`src/cpx_pkg.sv`:
```
package cpx_pkg;

  // ------------------------------------------------------------
  // Widths
  // ------------------------------------------------------------
  localparam int OPC_W = 10;
  localparam int DATA_W = 32;
  localparam int CC_W = 2;
  localparam int EXC_W = 6;
  localparam int INSTR_W = 32;
  localparam int REG_AW = 5;
  localparam int REG_N = 32;

  // ------------------------------------------------------------
  // Instruction fields that form the unit opcode, and the destination register field
  // ------------------------------------------------------------
  localparam int OPC_HI_BIT = 19;
  localparam int OPC_LO_MSB = 13;
  localparam int OPC_LO_LSB = 5;
  localparam int RD_LSB = 25;

  // ------------------------------------------------------------
  // Timing counts
  // ------------------------------------------------------------
  localparam logic [1:0] FLUSH_CYCLES = 2'h2;
  localparam logic [3:0] EU_LATENCY = 4'h4;

  // ------------------------------------------------------------
  // Register map for the Wishbone slave (word offsets in bytes)
  // ------------------------------------------------------------
  localparam logic [7:0] ADR_CTRL = 8'h00;
  localparam logic [7:0] ADR_INSTR = 8'h04;
  localparam logic [7:0] ADR_OPA = 8'h08;
  localparam logic [7:0] ADR_OPB = 8'h0C;
  localparam logic [7:0] ADR_STAT = 8'h10;
  localparam logic [7:0] ADR_IMASK = 8'h14;
  localparam logic [7:0] ADR_RESULT = 8'h18;
  localparam logic [7:0] ADR_CCEXC = 8'h1C;
  localparam logic [7:0] ADR_FSR = 8'h20;
  localparam logic [7:0] ADR_RDREG = 8'h24;

  // CTRL bits: write 1 to trap (issue is a write to INSTR); every CTRL write also loads the mode bit.
  localparam int CTRL_ISSUE = 0;
  localparam int CTRL_TRAP = 1;
  localparam int CTRL_PARALLEL = 2;

  // STAT bits (sticky events, cleared by reading STAT).
  localparam int ST_DONE = 0;
  localparam int ST_FLUSHED = 1;
  localparam int ST_FPTRAP = 2;
  localparam int ST_W = 3;

  // FSR field position of the queue-not-empty flag.
  localparam int FSR_QNE_BIT = 13;

  // Store-float-queue instruction: op=3, op3=6'h26.
  localparam logic [1:0] SFQ_OP = 2'h3;
  localparam logic [5:0] SFQ_OP3 = 6'h26;

  // Function used by the opcode path of the processor.
  function automatic logic [OPC_W-1:0] make_opcode(input logic [INSTR_W-1:0] ins);
    make_opcode = {ins[OPC_HI_BIT], ins[OPC_LO_MSB:OPC_LO_LSB]};
  endfunction

  function automatic logic is_store_queue(input logic [INSTR_W-1:0] ins);
    is_store_queue = (ins[31:30] == SFQ_OP) && (ins[24:19] == SFQ_OP3);
  endfunction

endpackage

```
`src/cpx_if.sv`:
```
`timescale 1ns/100ps
interface cpx_if;
  logic start;
  logic [cpx_pkg::OPC_W-1:0] opcode;
  logic load;
  logic [cpx_pkg::DATA_W-1:0] op_a;
  logic [cpx_pkg::DATA_W-1:0] op_b;
  logic flush;
  logic busy;
  logic [cpx_pkg::DATA_W-1:0] result;
  logic [cpx_pkg::CC_W-1:0] cc;
  logic [cpx_pkg::EXC_W-1:0] exc;

  modport proc (output start, opcode, load, op_a, op_b, flush,
                input busy, result, cc, exc);
  modport unit (input start, opcode, load, op_a, op_b, flush,
                output busy, result, cc, exc);
endinterface

```
`src/cpx_proc.sv`:
```
// The implementer's own choices: the address map and the Wishbone interface to the registers.
`timescale 1ns/100ps
module cpx_proc (
  // Clock and reset
  input wire logic MCLK,
  input wire logic ARST_N,
  // Wishbone slave
  input wire logic WB_CYC,
  input wire logic WB_STB,
  input wire logic WB_WE,
  input wire logic [7:0] WB_ADR,
  input wire logic [3:0] WB_SEL,
  input wire logic [31:0] WB_DAT_I,
  output logic [31:0] WB_DAT_O,
  output logic WB_ACK,
  // Interrupt and pipeline status
  output logic IRQ,
  output logic STALL,
  // Execution unit link
  cpx_if.proc LINK
);

  // ------------------------------------------------------------
  // State
  // ------------------------------------------------------------
  typedef enum {P_IDLE, P_OPER, P_WAIT} pstate_t;

  typedef struct packed {
    pstate_t st;
    logic start;
    logic load;
    logic [cpx_pkg::OPC_W-1:0] opc;
    logic [cpx_pkg::DATA_W-1:0] op_a;
    logic [cpx_pkg::DATA_W-1:0] op_b;
    logic [cpx_pkg::DATA_W-1:0] ina;
    logic [cpx_pkg::DATA_W-1:0] inb;
    logic [cpx_pkg::INSTR_W-1:0] instr;
    logic [cpx_pkg::REG_AW-1:0] rd;
    logic [cpx_pkg::REG_AW-1:0] rsel;
    logic parallel;
    logic [1:0] flush_cnt;
    logic [cpx_pkg::ST_W-1:0] stat;
    logic [cpx_pkg::ST_W-1:0] mask;
    logic [cpx_pkg::DATA_W-1:0] last_res;
    logic [cpx_pkg::CC_W-1:0] last_cc;
    logic [cpx_pkg::EXC_W-1:0] last_exc;
    logic busy_d;
    logic ack;
    logic [31:0] dat;
  } pstate_all_t;

  pstate_all_t s_reg;
  pstate_all_t s_next;
  logic [cpx_pkg::DATA_W-1:0] rf [cpx_pkg::REG_N];
  logic wb_req;
  logic wr;
  logic issue;
  logic trap;
  logic done;
  logic pending;
  logic dep;
  logic [cpx_pkg::ST_W-1:0] ev;
  logic [31:0] fsr;

  assign wb_req = WB_CYC && WB_STB && !s_reg.ack;
  assign wr = wb_req && WB_WE && WB_SEL[0];
  assign pending = (s_reg.st != P_IDLE);
  // An operation completes once busy has been low for a full cycle, so the result stands.
  assign done = (s_reg.st == P_WAIT) && !LINK.busy && !s_reg.busy_d && !s_reg.load;
  // The single unit is a resource dependency until the pending operation completes.
  assign dep = pending && !done;
  assign trap = wr && (WB_ADR == cpx_pkg::ADR_CTRL) && WB_DAT_I[cpx_pkg::CTRL_TRAP];
  assign issue = wr && (WB_ADR == cpx_pkg::ADR_INSTR);

  // Direct mode: queue flag is constant zero.
  assign fsr = {18'h00000, 1'b0, 13'h0000} | {31'h00000000, s_reg.parallel};

  // ------------------------------------------------------------
  // Control, handshake and register bus.
  // ------------------------------------------------------------
  always_comb
  begin
    s_next = s_reg;
    ev = '0;
    s_next.start = 1'b0;
    s_next.load = 1'b0;
    s_next.ack = wb_req;
    s_next.dat = 32'h00000000;
    s_next.busy_d = LINK.busy;
    if (s_reg.flush_cnt != 2'h0)
      s_next.flush_cnt = s_reg.flush_cnt - 2'h1;
    // Operand phase directly follows the start cycle.
    if (s_reg.start)
    begin
      s_next.load = 1'b1;
      s_next.op_a = s_reg.ina;
      s_next.op_b = s_reg.inb;
      s_next.st = P_WAIT;
    end
    if (done)
    begin
      s_next.last_res = LINK.result;
      s_next.last_cc = LINK.cc;
      s_next.last_exc = LINK.exc;
      s_next.st = P_IDLE;
      ev[cpx_pkg::ST_DONE] = 1'b1;
    end
    // Register writes.
    if (wr)
    begin
      unique case (WB_ADR)
        cpx_pkg::ADR_CTRL: s_next.parallel = WB_DAT_I[cpx_pkg::CTRL_PARALLEL];
        cpx_pkg::ADR_OPA: s_next.ina = WB_DAT_I;
        cpx_pkg::ADR_OPB: s_next.inb = WB_DAT_I;
        cpx_pkg::ADR_IMASK: s_next.mask = WB_DAT_I[cpx_pkg::ST_W-1:0];
        cpx_pkg::ADR_RDREG: s_next.rsel = WB_DAT_I[cpx_pkg::REG_AW-1:0];
        default: ;
      endcase
    end
    // Issue: store-queue traps in direct mode, else start the unit when free of dependency.
    if (issue)
    begin
      if (!s_reg.parallel && cpx_pkg::is_store_queue(WB_DAT_I))
        ev[cpx_pkg::ST_FPTRAP] = 1'b1;
      else if (!dep || done)
      begin
        // One instruction at a time; issue only when none is pending or it completes this cycle.
        s_next.start = 1'b1;
        s_next.opc = cpx_pkg::make_opcode(WB_DAT_I);
        s_next.instr = WB_DAT_I;
        s_next.rd = WB_DAT_I[cpx_pkg::RD_LSB +: cpx_pkg::REG_AW];
        s_next.st = P_OPER;
      end
    end
    // Trap abort cancels the pending instruction.
    if (trap && pending)
    begin
      s_next.flush_cnt = cpx_pkg::FLUSH_CYCLES;
      s_next.start = 1'b0;
      s_next.load = 1'b0;
      s_next.st = P_IDLE;
      ev[cpx_pkg::ST_FLUSHED] = 1'b1;
    end
    // Register reads; a read of STAT clears it, new events win.
    if (wb_req && !WB_WE)
    begin
      unique case (WB_ADR)
        cpx_pkg::ADR_CTRL: s_next.dat = {29'h00000000, s_reg.parallel, 1'b0, pending};
        cpx_pkg::ADR_INSTR: s_next.dat = s_reg.instr;
        cpx_pkg::ADR_OPA: s_next.dat = s_reg.ina;
        cpx_pkg::ADR_OPB: s_next.dat = s_reg.inb;
        cpx_pkg::ADR_STAT: s_next.dat = {29'h00000000, s_reg.stat};
        cpx_pkg::ADR_IMASK: s_next.dat = {29'h00000000, s_reg.mask};
        cpx_pkg::ADR_RESULT: s_next.dat = s_reg.last_res;
        cpx_pkg::ADR_CCEXC: s_next.dat = {24'h000000, s_reg.last_exc, s_reg.last_cc};
        cpx_pkg::ADR_FSR: s_next.dat = fsr;
        cpx_pkg::ADR_RDREG: s_next.dat = rf[s_reg.rsel];
        default: s_next.dat = 32'h00000000;
      endcase
      if (WB_ADR == cpx_pkg::ADR_STAT)
        s_next.stat = '0;
    end
    s_next.stat = s_next.stat | ev;
  end

  // Register file write-back on completion.
  always_ff @(posedge MCLK)
  begin
    if (done)
      rf[s_reg.rd] <= LINK.result;
  end

  // Register the state.
  always_ff @(posedge MCLK or negedge ARST_N)
  begin
    if (!ARST_N)
    begin
      s_reg <= '{st: P_IDLE, default: '0};
    end
    else
    begin
      s_reg <= s_next;
    end
  end

  // ------------------------------------------------------------
  // Outputs
  // ------------------------------------------------------------
  assign LINK.start = s_reg.start;
  assign LINK.opcode = s_reg.opc;
  assign LINK.load = s_reg.load;
  assign LINK.op_a = s_reg.op_a;
  assign LINK.op_b = s_reg.op_b;
  assign LINK.flush = (s_reg.flush_cnt != 2'h0);
  assign WB_ACK = s_reg.ack;
  assign WB_DAT_O = s_reg.dat;
  assign IRQ = |(s_reg.stat & s_reg.mask);
  // Direct mode stalls while anything is pending; parallel only on dependency.
  assign STALL = s_reg.parallel ? dep : pending;

endmodule

```
`src/flat_wrapper.sv`:
```
// flat-port wrapper written by rule: the top's interface ports become plain ports
module cpx_proc_flat 
  (MCLK, ARST_N, WB_CYC, WB_STB, WB_WE, WB_ADR, WB_SEL, WB_DAT_I, WB_DAT_O, WB_ACK, IRQ, STALL, LINK_start, LINK_opcode, LINK_load, LINK_op_a, LINK_op_b, LINK_flush, LINK_busy, LINK_result, LINK_cc, LINK_exc);
  cpx_if LINK_i ();
  input wire logic MCLK;
  input wire logic ARST_N;
  input wire logic WB_CYC;
  input wire logic WB_STB;
  input wire logic WB_WE;
  input wire logic [7:0] WB_ADR;
  input wire logic [3:0] WB_SEL;
  input wire logic [31:0] WB_DAT_I;
  output logic [31:0] WB_DAT_O;
  output logic WB_ACK;
  output logic IRQ;
  output logic STALL;
  output wire logic [$bits(LINK_i.start)-1:0] LINK_start;
  output wire logic [$bits(LINK_i.opcode)-1:0] LINK_opcode;
  output wire logic [$bits(LINK_i.load)-1:0] LINK_load;
  output wire logic [$bits(LINK_i.op_a)-1:0] LINK_op_a;
  output wire logic [$bits(LINK_i.op_b)-1:0] LINK_op_b;
  output wire logic [$bits(LINK_i.flush)-1:0] LINK_flush;
  input wire logic [$bits(LINK_i.busy)-1:0] LINK_busy;
  input wire logic [$bits(LINK_i.result)-1:0] LINK_result;
  input wire logic [$bits(LINK_i.cc)-1:0] LINK_cc;
  input wire logic [$bits(LINK_i.exc)-1:0] LINK_exc;
  assign LINK_start = LINK_i.start;
  assign LINK_opcode = LINK_i.opcode;
  assign LINK_load = LINK_i.load;
  assign LINK_op_a = LINK_i.op_a;
  assign LINK_op_b = LINK_i.op_b;
  assign LINK_flush = LINK_i.flush;
  assign LINK_i.busy = LINK_busy;
  assign LINK_i.result = LINK_result;
  assign LINK_i.cc = LINK_cc;
  assign LINK_i.exc = LINK_exc;
  cpx_proc u_core (.MCLK(MCLK), .ARST_N(ARST_N), .WB_CYC(WB_CYC), .WB_STB(WB_STB), .WB_WE(WB_WE), .WB_ADR(WB_ADR), .WB_SEL(WB_SEL), .WB_DAT_I(WB_DAT_I), .WB_DAT_O(WB_DAT_O), .WB_ACK(WB_ACK), .IRQ(IRQ), .STALL(STALL), .LINK(LINK_i));
endmodule
```
`config.mk`:
```
export PLATFORM = sky130hd
export DESIGN_NAME = cpx_proc_flat
export DESIGN_NICKNAME = d
export VERILOG_FILES = /design/src/cpx_pkg.sv /design/src/cpx_if.sv /design/src/cpx_proc.sv /design/src/flat_wrapper.sv
export SDC_FILE = /design/constraint.sdc
export NUM_CORES = 1
export LEC_CHECK = 0
export BUFFER_PORTS_ARGS = -buffer_cell sky130_fd_sc_hd__clkbuf_2
export CAP_MARGIN = 20
export CELL_PAD_IN_SITES_DETAIL_PLACEMENT = 0
export CELL_PAD_IN_SITES_GLOBAL_PLACEMENT = 2
export CORE_ASPECT_RATIO = 1.4
export CORE_UTILIZATION = 44
export DETAILED_ROUTE_END_ITERATION = 8
export GPL_TIMING_DRIVEN = 0
export PLACE_DENSITY_LB_ADDON = 0.1
export SLEW_MARGIN = 15
export SYNTH_ARGS = -nofsm -noshare
export SYNTH_HDL_FRONTEND = slang
export SYNTH_SLANG_ARGS = --single-unit
export TNS_END_PERCENT = 10
```
`constraint.sdc`:
```
create_clock -name MCLK -period 3.6 [get_ports MCLK]
set_clock_uncertainty 0.1 [all_clocks]
set_input_delay 0.18 -clock MCLK [delete_from_list [all_inputs] [get_ports MCLK]]
set_output_delay 0.18 -clock MCLK [all_outputs]
set_load 0.01 [all_outputs]
```
==> impl_metrics.json <==
{
  "postPlaceCellArea_sq_um": 56200,
  "synth_edf_count": 1024,
  "cp-end-kind": "register",
  "dp_hpwl_mm": 112,
  "hold_viol": 0,
  "async_flop_share": 0.216,
  "startpoint_type": "register",
  "hp-class": "in2reg",
  "cts_tree": "built",
  "cts_max_path_buffers": 3,
  "core_area_sq_um": 115000,
  "cp_cell_sequence": "buf_4, buf_2, buf_2, clkbuf_4, mux4_2, mux2i_1, mux2i_1, o2111ai_1, o21ai_0",
  "relSlewSlack": 0.226,
  "path_class": "reg2reg",
  "sw_frac_of_total": 0.210,
  "num_rows": 147,
  "combPwrFrac": 0.033,
  "first_pass_iters": 8,
  "syn_inst": 2565,
  "cts_buffers": 131,
  "synth.avg_cell_area_sq_um": 20.0,
  "cp.arrival_ns": 4.05,
  "grt-ovfl-total": 0,
  "first_global_vias": 28810,
  "p_leak_uw": 0.0223,
  "chipHeight_um": 406,
  "fp.dieW_um": 290,
  "vias": 27522,
  "wl_per_cell_um": 33.9,
  "layout_common_cells": "edfxtp_1 (1024), dfrtp_1 (282), mux4_2 (267)",
  "critPathMaxStageDelay_ns": 0.47,
  "path_max_fanout": 10,
  "drc": 0,
  "io_pins": 202,
  "largest_reg_flops": 1024,
  "grt_pass1_wl_mm": 221,
  "grt_max_degree": 96,
  "hold_ws_ns": 0.0230,
  "floorplan.initialDensity": 0.445,
  "viasPerCell": 5.92,
  "gp_congestion": 0.821,
  "status": "complete, no violations",
  "port_buffers": 195,
  "power_frac_seq": 0.527,
  "yosysSeqAreaShare": 0.737,
  "syn_nets": 2656,
  "insertion_delay_ns": 0.76,
  "max_freq_mhz": 281,
  "ir_worst_vdd_uv": 500,
  "internal_power_uw": 25100,
  "netlist_area_sq_um": 51300,
  "power.density_nw_per_um2": 515,
  "fin_crit_ns": 3.55,
  "synth_cell_types": 71,
  "ant_nets": 0,
  "yosys_warnings": 0,
  "fp.dieArea_sq_um": 118000,
  "drive_gt1_frac": 0.385,
  "finalInstanceArea_sq_um": 61500,
  "clockPowerShare": 0.440,
  "setup_viol_count_final": 0,
  "rsz0062_at_grt": "yes",
  "p_sw_uw": 6640,
  "ys.flop_type": "edfxtp_1",
  "cts.htree.levels": 4,
  "mostFrequentLayoutCell": "edfxtp_1",
  "crit_required_ns": 4.09,
  "drtIter0Drc": 2829,
  "post-route-period-util": 0.987,
  "clkTransAtPathRegs_ns": 0.06,
  "slowest_stage": "buf_2",
  "routed_wl_mm": 158,
  "tightest_slew_ns": 1.16,
  "nets": 3148,
  "cts_sinks": 1306,
  "areaGrowthSynthToFinish_pct": 20.0,
  "cap_violations": 0,
  "slew_violations": 0,
  "track_usage": 0.272,
  "clock-root-buffer": "clkbuf_16",
  "yosys_register_bits": 1306,
  "antenna_found_initial": 8
}
-- logic make-up after synthesis --
family          share of synthesized area
compound gates                     0.0332
xor+xnor                         0.000171
fa+ha+maj                        0.000244
buf+inv                            0.0288
flops                               0.737
mux                                 0.175
simple gates                       0.0256
-- worst max-delay path: cells and delay by family (launching register included) --
family,cells,cell delay (ns)
compound gates,2,0.50
buf+inv,4,1.52
mux,3,0.92
flops,1,0.32
-- per-layer routing --
layer / share of wire / GRT usage / routed length (um) / vias to the layer above
met5: 0.00022 / 0 / 34 / -
met1: 0.38 / 0.341 / 60400 / 14793
met4: 0.039 / 0.108 / 6190 / 6
li1: - / - / - / 11309
met3: 0.063 / 0.0436 / 9930 / 283
met2: 0.51 / 0.474 / 81200 / 1131
-- final timing paths --
path	startpoint	endpoint	slack, ns	depth (start not counted)
hold reg to reg	u_core.s_reg[279]	u_core.s_reg[279]	0.39	1
setup reg to reg	u_core.s_reg[84]	u_core.WB_DAT_O[14]	0.05	9
setup / recovery	u_core.s_reg[84]	u_core.WB_DAT_O[14]	0.05	9
max in group asynchronous	ARST_N	u_core.WB_DAT_O[30]	1.61	6
hold / removal	LINK_result[24]	u_core.rf[28][24]	0.02	1
min in group asynchronous	ARST_N	u_core.s_reg[271]	0.41	4
-- synth_stat cells, types with 7 or more instances --
cell type  number  area share
edfxtp_1     1024        0.60
dfrtp_1       282        0.14
mux4_2        267        0.12
mux2_2        185       0.041
buf_4         109       0.016
nor2_1         71      0.0052
buf_2          64      0.0062
a22oi_1        51      0.0075
clkbuf_1       49      0.0036
nand2_1        45      0.0033
mux2i_1        38      0.0074
and2_1         36      0.0044
mux2_4         28      0.0082
a21oi_1        24      0.0023
a221oi_1       24      0.0041
o22ai_1        24      0.0029
nand3_1        21      0.0021
o21ai_0        20      0.0020
buf_1          18      0.0013
a22o_1         15      0.0026
a31oi_1        14      0.0017
nor4_1         13      0.0016
o221ai_1       12      0.0021
nor2b_1        11      0.0013
inv_1          10     0.00073
o32ai_1        10      0.0017
nand2b_1        7     0.00085
nand3b_1        7      0.0010
nor3_1          7     0.00068
-- power by group through the flow --
stage / sequential, uW / combinational, uW / clock (uW)
6_report: 16700 / 1050 / 13900
5_1_grt: 16700 / 1130 / 14700
4_1_cts: 16700 / 1060 / 14200
3_5_place_dp: 17000 / 988 / 0
3_3_place_gp: 17000 / 918 / 0
2_1_floorplan: 17000 / 472 / 0
-- through the flow --
stage | TNS, ns | worst slack [ns] | std cells | total power [uW] | utilization
2_1_floorplan | -100.00 | -0.155 | 2565 | 17400 | -
3_3_place_gp | -4586.99 | -4.00 | 4250 | 17900 | 0.470
3_5_place_dp | -968.12 | -1.38 | 4326 | 18000 | 0.488
4_1_cts | 0 | 0.0350 | 4651 | 31900 | 0.534
5_1_grt | -0.0128 | -0.0128 | 4652 | 32600 | 0.534
6_report | 0 | 0.0471 | 4652 | 31700 | 0.534
-- repair_timing --
| item | in CTS | in global routing |
|---|---|---|
| gates resized for setup | 32 | 11 |
| pin swaps | 12 | 0 |
| hold buffers | 71 | 0 |
| setup endpoints to repair | 1056 | 9 |
| endpoints found under the hold margin | 389 | 0 |
| setup buffers | 18 | 0 |
-- final cells by class --
cell class                 count  area (sq um)
timing repair buffer         360          3680
antenna                        1          2.50
clock inverter                70           764
sequential                  1306         37800
buffer                       244          1490
tap                         1490          1860
multi-input combinational   1003         12300
clock buffer                 167          3580
fill                        9094         53600
inverter                      11          42.5
(Power assumes the default switching activity.)
